[src/logic/smb_defs.vh]
/*
 Constants for the secure bus/pin interface block.
 Assumes a 25 MHz system clock and an inferred-width core command port.
*/
// Function
// In security mode, fetched opcodes pass through the user translation table.
// Translation is combinational; fetch timing matches normal mode.
// Mode settable by strap, by software, or both, at any time; the strap is sampled only once, after reset.
// Two instructions: one enters secure mode, one enters normal mode.
// Mode pin sampled at reset: high normal, low secure; held fixed.
// Drive a 20-bit address bus for every external access.
// 8-bit bidirectional data bus; 16-bit operands take two transfers.
// Drive the internal system clock onto a clock output pin.
// Hold request input high asks the device to release the bus.
// Released bus: address, data, strobes, refresh in high impedance; refresh pin has no enable and is driven high always.
// Hold grant output goes low when the bus is released.
// Maskable request is active high; external hardware supplies the vector.
// Interrupt grant output goes low once the maskable request is granted.
// Each of three edge interrupt inputs picks rising or falling edge.
// Non-maskable interrupt ignores masking and uses vector number 2.
// Non-maskable interrupt releases standby; its edge is programmable.
// Memory cycle flag is low during every memory bus cycle.
// Memory strobe, active low, during memory reads and writes.
// I/O strobe asserted during I/O reads and writes.
// Read/write output marks each bus cycle as read or write.
// Port 0 is eight lines, direction per bit; top line may carry clock.
// Port 1 low four lines are always control but readable as data.
// Each upper port 1 line is input, output or control function.
`ifndef SMB_DEFS_VH
`define SMB_DEFS_VH
`define SMB_ADDR_W       20
`define SMB_DATA_W       8
`define SMB_NMI_VECTOR   8'h02
`define SMB_ST_IDLE      3'h0
`define SMB_ST_ADDR      3'h1
`define SMB_ST_STROBE    3'h2
`define SMB_ST_DONE      3'h3
`define SMB_ST_HOLD      3'h4
`define SMB_ST_INTA      3'h5
`define SMB_P1_IN        2'h0
`define SMB_P1_OUT       2'h1
`define SMB_P1_CTL       2'h2
`define SMB_MODE_SECURE  1'b0
`define SMB_MODE_NORMAL  1'b1
`endif

[src/logic/smb_bus_pins.v]
/*
 Pin-level bus, hold, interrupt, port and security-mode logic.
 Assumes a core that issues one bus request at a time and waits for done.
*/
`timescale 1ns/1ps
`default_nettype none
`include "smb_defs.vh"
module smb_bus_pins #(
   parameter AW = `SMB_ADDR_W,
   parameter DW = `SMB_DATA_W
) (
   // Clock and reset
   input  wire          clk,
   input  wire          rst,
   // Core bus request
   input  wire          reqValid,
   input  wire          reqIsIo,
   input  wire          reqWrite,
   input  wire          reqWide,
   input  wire          reqFetch,
   input  wire [AW-1:0] reqAddr,
   input  wire [15:0]   reqWrData,
   output wire          reqReady,
   output reg           reqDone_ff,
   output reg  [15:0]   rspData_ff,
   output wire [DW-1:0] fetchOp,
   // Core mode control
   input  wire          enterSecureInstr,
   input  wire          enterNormalInstr,
   input  wire          tblWrEn,
   input  wire [DW-1:0] tblWrIdx,
   input  wire [DW-1:0] tblWrData,
   output reg           secureMode_ff,
   // Mode strap
   input  wire          modeSelect,
   // External bus pins
   output reg  [AW-1:0] addr_ff,
   output wire          addrOe,
   input  wire [DW-1:0] dataIn,
   output reg  [DW-1:0] dataOut_ff,
   output wire          dataOe,
   output reg           memoryCycleFlag_n_ff,
   output reg           memoryStrobe_n_ff,
   output reg           ioStrobe_n_ff,
   output reg           readWrite_ff,
   output wire          ctlOe,
   output wire          refreshPulse_n,
   // Hold handshake
   input  wire          busHoldRequest,
   output reg           busHoldGrant_n_ff,
   // Interrupts
   input  wire          maskIrq,
   input  wire [DW-1:0] irqVectorIn,
   input  wire          irqEnable,
   output reg           irqGrantOut_n_ff,
   input  wire [2:0]    edgeIrqInputs,
   input  wire [2:0]    edgeRising,
   input  wire          nmiPin,
   input  wire          nmiRising,
   output wire [2:0]    edgeIrqEvent,
   output wire          nmiEvent,
   output wire [DW-1:0] nmiVector,
   output wire          standbyRelease,
   output reg           irqTaken_ff,
   output reg  [DW-1:0] irqVector_ff,
   // Clock out and ports
   output wire          systemClockOut,
   input  wire [7:0]    port0In,
   input  wire [7:0]    port0Dir,
   input  wire [7:0]    port0Wr,
   input  wire          port0ClkSel,
   output wire [7:0]    port0Out,
   output wire [7:0]    port0Oe,
   input  wire [7:0]    port1In,
   input  wire [7:0]    port1Mode,
   input  wire [3:0]    port1Wr,
   input  wire [3:0]    port1Ctl,
   output wire [3:0]    port1Out,
   output wire [3:0]    port1Oe,
   output wire [7:0]    port1Read,
   output wire [7:0]    port0Read
);
   reg [2:0]    state_ff;
   reg [2:0]    nxt_state;
   reg          byteHi_ff;
   reg          strapDone_ff;
   reg          fetch_ff;
   reg          wide_ff;
   reg          io_ff;
   reg [15:0]   wd_ff;
   wire         released;
   wire [DW-1:0] xlated;

   assign reqReady = (state_ff == `SMB_ST_IDLE) && !busHoldRequest
                     && !(maskIrq && irqEnable);
   assign released = (state_ff == `SMB_ST_HOLD);
   // Pins float while released; pull-ups live in the pad
   assign addrOe = !released;
   assign ctlOe  = !released;
   assign dataOe = !released && !readWrite_ff
                   && (state_ff == `SMB_ST_STROBE);
   assign refreshPulse_n = 1'b1;
   assign systemClockOut = clk;
   assign nmiVector = `SMB_NMI_VECTOR;

   // Mode: strap caught once after reset, then instructions rule
   always @(posedge clk or posedge rst) begin
      if (rst) begin
         secureMode_ff <= 1'b0;
         strapDone_ff  <= 1'b0;
      end else if (!strapDone_ff) begin
         strapDone_ff  <= 1'b1;
         secureMode_ff <= (modeSelect == `SMB_MODE_SECURE);
      end else if (enterSecureInstr) begin
         secureMode_ff <= 1'b1;
      end else if (enterNormalInstr) begin
         secureMode_ff <= 1'b0;
      end
   end

   smb_opcode_xlate #(.DW(DW)) uXlate (
      .clk       (clk),
      .rst       (rst),
      .tblWrEn   (tblWrEn),
      .tblWrIdx  (tblWrIdx),
      .tblWrData (tblWrData),
      .secure    (secureMode_ff),
      .rawOp     (rspData_ff[7:0]),
      .execOp    (xlated)
   );
   assign fetchOp = fetch_ff ? xlated : rspData_ff[7:0];

   genvar g;
   generate
      for (g = 0; g < 3; g = g + 1) begin : gEdge
         smb_edge_detect uEdge (
            .clk       (clk),
            .rst       (rst),
            .pinIn     (edgeIrqInputs[g]),
            .risingSel (edgeRising[g]),
            .edgeSeen  (edgeIrqEvent[g])
         );
      end
   endgenerate
   smb_edge_detect uNmi (
      .clk       (clk),
      .rst       (rst),
      .pinIn     (nmiPin),
      .risingSel (nmiRising),
      .edgeSeen  (nmiEvent)
   );
   assign standbyRelease = nmiEvent;

   // Bus sequencer
   always @* begin
      nxt_state = state_ff;
      case (state_ff)
         `SMB_ST_IDLE: begin
            if (busHoldRequest) begin
               nxt_state = `SMB_ST_HOLD;
            end else if (maskIrq && irqEnable) begin
               nxt_state = `SMB_ST_INTA;
            end else if (reqValid) begin
               nxt_state = `SMB_ST_ADDR;
            end
         end
         `SMB_ST_ADDR:   nxt_state = `SMB_ST_STROBE;
         `SMB_ST_STROBE: nxt_state = `SMB_ST_DONE;
         `SMB_ST_DONE: begin
            if (wide_ff && !byteHi_ff) begin
               nxt_state = `SMB_ST_ADDR;
            end else begin
               nxt_state = `SMB_ST_IDLE;
            end
         end
         `SMB_ST_HOLD: begin
            if (!busHoldRequest) begin
               nxt_state = `SMB_ST_IDLE;
            end
         end
         `SMB_ST_INTA: nxt_state = `SMB_ST_IDLE;
         default: nxt_state = `SMB_ST_IDLE;
      endcase
   end

   always @(posedge clk or posedge rst) begin
      if (rst) begin
         state_ff             <= `SMB_ST_IDLE;
         byteHi_ff            <= 1'b0;
         fetch_ff             <= 1'b0;
         wide_ff              <= 1'b0;
         io_ff                <= 1'b0;
         wd_ff                <= 16'h0000;
         addr_ff              <= {AW{1'b0}};
         dataOut_ff           <= {DW{1'b0}};
         memoryCycleFlag_n_ff <= 1'b1;
         memoryStrobe_n_ff    <= 1'b1;
         ioStrobe_n_ff        <= 1'b1;
         readWrite_ff         <= 1'b1;
         busHoldGrant_n_ff    <= 1'b1;
         irqGrantOut_n_ff     <= 1'b1;
         irqTaken_ff          <= 1'b0;
         irqVector_ff         <= {DW{1'b0}};
         reqDone_ff           <= 1'b0;
         rspData_ff           <= 16'h0000;
      end else begin
         state_ff         <= nxt_state;
         reqDone_ff       <= 1'b0;
         irqTaken_ff      <= 1'b0;
         busHoldGrant_n_ff <= !(nxt_state == `SMB_ST_HOLD);
         irqGrantOut_n_ff <= !(nxt_state == `SMB_ST_INTA);
         case (state_ff)
            `SMB_ST_IDLE: begin
               if (nxt_state == `SMB_ST_ADDR) begin
                  addr_ff      <= reqAddr;
                  io_ff        <= reqIsIo;
                  wide_ff      <= reqWide;
                  fetch_ff     <= reqFetch;
                  wd_ff        <= reqWrData;
                  byteHi_ff    <= 1'b0;
                  readWrite_ff <= !reqWrite;
                  memoryCycleFlag_n_ff <= reqIsIo;
                  dataOut_ff   <= reqWrData[7:0];
               end
            end
            `SMB_ST_ADDR: begin
               memoryStrobe_n_ff <= io_ff;
               ioStrobe_n_ff     <= !io_ff;
            end
            `SMB_ST_STROBE: begin
               memoryStrobe_n_ff <= 1'b1;
               ioStrobe_n_ff     <= 1'b1;
               if (byteHi_ff) begin
                  rspData_ff[15:8] <= dataIn;
               end else begin
                  rspData_ff[7:0] <= dataIn;
               end
            end
            `SMB_ST_DONE: begin
               if (nxt_state == `SMB_ST_ADDR) begin
                  byteHi_ff  <= 1'b1;
                  addr_ff    <= addr_ff + {{(AW-1){1'b0}}, 1'b1};
                  dataOut_ff <= wd_ff[15:8];
               end else begin
                  reqDone_ff <= 1'b1;
                  memoryCycleFlag_n_ff <= 1'b1;
                  readWrite_ff <= 1'b1;
               end
            end
            `SMB_ST_INTA: begin
               irqTaken_ff  <= 1'b1;
               irqVector_ff <= irqVectorIn;
            end
            default: begin
            end
         endcase
      end
   end

   // Ports
   genvar p;
   generate
      for (p = 0; p < 4; p = p + 1) begin : gP1
         wire [1:0] m = port1Mode[2*p+1:2*p];
         assign port1Out[p] = (m == `SMB_P1_CTL) ? port1Ctl[p]
                                                 : port1Wr[p];
         assign port1Oe[p]  = (m == `SMB_P1_OUT) || (m == `SMB_P1_CTL);
      end
   endgenerate
   assign port1Read = port1In;
   assign port0Out  = {port0ClkSel ? clk : port0Wr[7], port0Wr[6:0]};
   assign port0Oe   = {port0ClkSel | port0Dir[7], port0Dir[6:0]};
   assign port0Read = port0In;
endmodule // smb_bus_pins
`default_nettype wire

[src/logic/smb_edge_detect.v]
/*
 One programmable-edge interrupt detector.
 Assumes input already synchronous to clk.
*/
`timescale 1ns/1ps
`default_nettype none
module smb_edge_detect (
   // Clock and reset
   input  wire clk,
   input  wire rst,
   // Pin and polarity
   input  wire pinIn,
   input  wire risingSel,
   // Event
   output wire edgeSeen
);
   reg prevPin_ff;
   reg primed_ff;
   always @(posedge clk or posedge rst) begin
      if (rst) begin
         prevPin_ff <= 1'b0;
         primed_ff  <= 1'b0;
      end else begin
         prevPin_ff <= pinIn;
         primed_ff  <= 1'b1;
      end
   end
   // Polarity picks which transition counts; nothing counts until a
   // real sample is held, so a pin idling high gives no edge after reset
   assign edgeSeen = primed_ff & (risingSel ? (pinIn & ~prevPin_ff)
                                            : (~pinIn & prevPin_ff));
endmodule // smb_edge_detect
`default_nettype wire

[src/logic/smb_opcode_xlate.v]
/*
 Opcode translation table, written by software, read combinationally.
 Assumes table loads happen while no fetch depends on the entry written.
*/
`timescale 1ns/1ps
`default_nettype none
module smb_opcode_xlate #(
   parameter DW = 8
) (
   // Clock and reset
   input  wire          clk,
   input  wire          rst,
   // Table load
   input  wire          tblWrEn,
   input  wire [DW-1:0] tblWrIdx,
   input  wire [DW-1:0] tblWrData,
   // Lookup
   input  wire          secure,
   input  wire [DW-1:0] rawOp,
   output wire [DW-1:0] execOp
);
   localparam N = 1 << DW;
   reg [DW-1:0] table_ff [0:N-1];
   integer i;
   // Reset to identity so an unloaded table is harmless
   always @(posedge clk or posedge rst) begin
      if (rst) begin
         for (i = 0; i < N; i = i + 1) begin
            table_ff[i] <= i[DW-1:0];
         end
      end else if (tblWrEn) begin
         table_ff[tblWrIdx] <= tblWrData;
      end
   end
   // No register in the path: no extra fetch cycle
   assign execOp = secure ? table_ff[rawOp] : rawOp;
endmodule // smb_opcode_xlate
`default_nettype wire

[config.mk]
export PLATFORM = sky130hd
export DESIGN_NAME = smb_bus_pins
export DESIGN_NICKNAME = d
export VERILOG_FILES = /design/src/logic/smb_bus_pins.v /design/src/logic/smb_edge_detect.v /design/src/logic/smb_opcode_xlate.v
export VERILOG_INCLUDE_DIRS = /design/src /design/src/logic
export SDC_FILE = /design/constraint.sdc
export NUM_CORES = 2
export LEC_CHECK = 0
export BUFFER_PORTS_ARGS = -buffer_cell sky130_fd_sc_hd__buf_2
export CORE_ASPECT_RATIO = 1.25
export CORE_UTILIZATION = 33
export DETAILED_ROUTE_END_ITERATION = 12
export PLACE_DENSITY = 0.56
export SLEW_MARGIN = 0
export SYNTH_ARGS = -nofsm -noshare
export SYNTH_HDL_FRONTEND = slang
export SYNTH_SLANG_ARGS = --single-unit
[constraint.sdc]
create_clock -name clk -period 63 [get_ports clk]
set_clock_uncertainty 0.15 [all_clocks]
set_input_delay 6.3 -clock clk [delete_from_list [all_inputs] [get_ports clk]]
set_output_delay 6.3 -clock clk [all_outputs]
set_load 0.005 [all_outputs]
Word level (Yosys, flattened, before mapping)
Cells that the tools add are included.

Input bits: 139. Word-level logic and storage cells: 403. Bits in registers: 2137. Output and inout bits: 128.

Mux-type cells: 45. Add/subtract/negate cells: 1. Equality and inequality tests: 20. Reductions and logical operators: 28. Order comparisons: 3. Bitwise gates (word level): 25.

Operators by type and width (number): $bwmux W2048 (1); $bmux W8 S8 (1); $demux W8 S8 (1); $mux W8 (7); $mux W20 (2); $pmux W20 S2 (1); $mux W1 (21); $add A20 B1 Y20 const B (1); $ge A9 B9 Y1 const B (2); $not A8 Y9 (2); $pmux W8 S2 (1); $pmux W3 S5 (1); $and A1 B1 Y1 (12); $eq A3 B3 Y1 const B (4); $mux W3 (4); $not A1 Y1 (10); $pmux W1 S2 (5); $logic_not A1 Y1 (9); $lt A9 B1 Y1 const B (1); $eq A2 B1 Y1 const B (4); $eq A2 B2 Y1 const B (4); $logic_and A1 B1 Y1 (7); $eq A3 B1 Y1 const B (2); $eq A3 B2 Y1 const B (2); 9 further kinds (17).

Longest topological paths before layout
Depth in word-level cells: 7. Mapped depth: 12. Mapped depth without buffers: 7.

Cells and area by module
Synthesis repeated with hierarchy kept, for this count alone.

Cell total of the unflattened synthesis: 6538. Area total of the unflattened synthesis: 99262.7 sq um.

Modules (own cells, without submodules): smb_opcode_xlate (sequential area each 52530.4 sq um, cells each 6103, instances 1, area an instance 94819.7 sq um); smb_bus_pins (sequential area each 1934.4 sq um, cells each 407, instances 1, area an instance 4117.7 sq um); smb_edge_detect (sequential area each 50.0 sq um, cells each 7, instances 4, area an instance 81.3 sq um).

==> metrics.csv <==
metric,value,unit
Mapped Cells,6459,
Pwr Density,34.9,nW/um^2
die width,491,um
Seq cells post-synth,2129,
Mapped Area,98800,sq um
dpl ws,24690,ps
post-CTS sizing,0,
Wirelength per Cell,29.2,um
R2R Setup Slk,58830,ps
hold_sp,irqVector_ff[2]$_DFFE_PP0P_,
post-synth cell types,59,
Vias,58100,
Placed Cells incl. Taps,10200,
Final Max Tran Viols,0,
Worst Hold End,irqVector_ff[2]$_DFFE_PP0P_,
fillers,27800,
DP HPWL,202000,um
failing checks,DRC,
GRT Util Overall,0.206,
total power,3870,uW
Pleak,0.0475,uW
worst setup margin,24380,ps
Pre-antenna DRT Iters,9,
Worst-Margin Slew,1440,ps
Hold Slack,327,ps
setup tns final,0,ps
post-cts hold buffer count,0,
Critical-path top delay cell,mux2_2,
number of enable flip-flop cells after synthesis,0,
vias in the first global route,61400,
Max-Cap Viols,0,
Async SR Flop Fraction,1.00,
largest net degree at the start of global routing,176,
Final Setup Violations,0,
R2R Path End,io_ff$_DFFE_PP0P_,
setup bufs post-CTS,0,
Syn-to-layout area delta,12.2,%
layout net count,6635,
Worst setup SP type,clock port,
CP Max Fanout,4,
Routed Antenna Nets,0,
grt ovf,0,
critical path arrival,32170,ps
CP Capture Type,output port,
syn avg cell area,15.3,sq um
CP peak stage delay,250,ps
worst skew pair latency,1010,ps
total wire length,311000,um
core area,298000,sq um
hold depth,2,
Fin. Hold Viols,0,
slew margin rel.,0.0317,
area share of the largest cell type after synthesis,0.278,
top-level I/O count,267,
worst flop-to-flop path startpoint,state_ff[2]$_DFF_PP0_,
initial antenna violation count,22,
required time of the critical path,56550,ps
starting density of the core,0.332,
outcome,finished with violations,
num rows,224,
clk slew on worst S/H paths,60,ps
first-pass GRT wire length,455000,um
# DRC,108,
"most used cell, CP",clkbuf_16,
full die area,302000,sq um
Initial DRC Count,4306,
post-synth top area cell,dfrtp_1,
FF-to-FF path depth,8,
Worst VDD drop,0.0339,mV
largest cells by area after synthesis,"dfrtp_1, dfstp_2, mux2_2, mux4_2, clkbuf_1",
critical-path cell list,clkbuf_16 > clkbuf_16 > mux2_2 > buf_2,
share of cells above drive strength 1,0.650,
Synth Warn #,0,
Chip Height,614,um
detailed-route vias per instance,5.46,
CTS tree,done,
buffers and inverters on the worst path,3,
Post-Layout Cell Count,10600,
critical path class,clock port to output port,
Top delay family on crit path,buffers and inverters,
dominant synthesized flop cell,dfrtp_1,
HP Class,register to register,
routability congestion estimate,0.864,
RSZ-0062 raised after global routing,no,
sequential area share after synthesis,0.552,
Port Buffers,197,
[metal layers]
metal / track usage / wire length (um) / up-vias
li1: - / - / 24000
met1: 0.253 / 124000 / 31900
met2: 0.349 / 154000 / 1642
met3: 0.0364 / 16100 / 633
met4: 0.105 / 17300 / 12
met5: 0 / 63 / -
[synthesized netlist by cell type, types with 20 or more instances]
cell type  count
dfstp_2     1030
a31oi_1       30
o21ai_0       65
nor2_1       255
a21oi_1       64
mux2_2      2078
buf_4         94
nand3_1       77
buf_1         20
mux2i_1      104
a22oi_1       74
nand2_1      276
inv_1         21
dfrtp_1     1099
clkbuf_1     335
buf_2         49
mux4_2       520
[layout make-up]
| cell class | instances | area (sq um) | area share |
|---|---|---|---|
| repair buffers | 311 | 2020 | 0.0182 |
| flip-flops and latches | 2129 | 54600 | 0.492 |
| clock inverters | 54 | 559 | 0.00505 |
| multi-input cells | 3798 | 41900 | 0.378 |
| well taps | 3955 | 4950 | 0.0446 |
| inverters | 26 | 106 | 0.000959 |
| diodes | 11 | 27.5 | 0.000248 |
| clock buffers | 357 | 6740 | 0.0608 |
[layout by cell type (no fill, tap or decap), types with 71 or more instances in the layout]
master and instances:
clkbuf_16 227, mux4_2 520, a22oi_1 74, dfrtp_1 1092, nand2_1 267, mux2i_1 104, clkbuf_1 71, mux2_2 2078
buf_4 108, nand3_1 77, dfstp_2 1030, nor2_1 247, buf_2 189
[how the worst max path moves through the flow]
stage / startpoint / to / slack, ps / cells past startpoint
finish: clk / port0Out[7] / 24380 / 4
global placement: clk / port0Out[7] / 24690 / 2
CTS: clk / port0Out[7] / 24360 / 4
floorplan: clk / port0Out[7] / 24800 / 1
global route: clk / port0Out[7] / 24370 / 4
detailed placement: clk / port0Out[7] / 24690 / 2
[registers in the layout (all words and copies together), names as in the netlist, 3 cells and up]
| name | flops |
|---|---|
| rspData_ff | 16 |
| gEdge.uEdge.prevPin_ff | 3 |
| dataOut_ff | 8 |
| uXlate.table_ff | 2048 |
| wd_ff | 8 |
| irqVector_ff | 8 |
| addr_ff | 20 |
| state_ff | 3 |
[power breakdown]
part	switching (uW)	internal, uW
sequential	81.4	1480
combinational	626	348
clock	566	771
[worst reg2reg max path: stages (launching register included)]
cell and delay, ps:
dfrtp_1 460, nand3b_2 760, nor3b_2 660, a21oi_1 220
nor3_4 190, buf_4 370, and3_1 800, nand2_1 310
o21ai_0 160
[cell families after synthesis]
logic type               share of synthesized area
buffers and inverters                       0.0259
AND/OR/NAND/NOR                             0.0328
flip-flops                                   0.552
multiplexers                                 0.366
other                                    0.0000760
adder cells (fa/ha/maj)                   0.000633
AO/OA/AOI/OAI                               0.0225
XOR/XNOR                                 0.0000886
[stage by stage]
stage | instance area (sq um) | util
final | 111000 | 0.372
after global placement | 104000 | 0.348
after detailed placement | 104000 | 0.348
after global routing | 111000 | 0.372
after CTS | 111000 | 0.372
after floorplan | 98900 | -
Note: power is estimated with default switching activity, not from simulation.
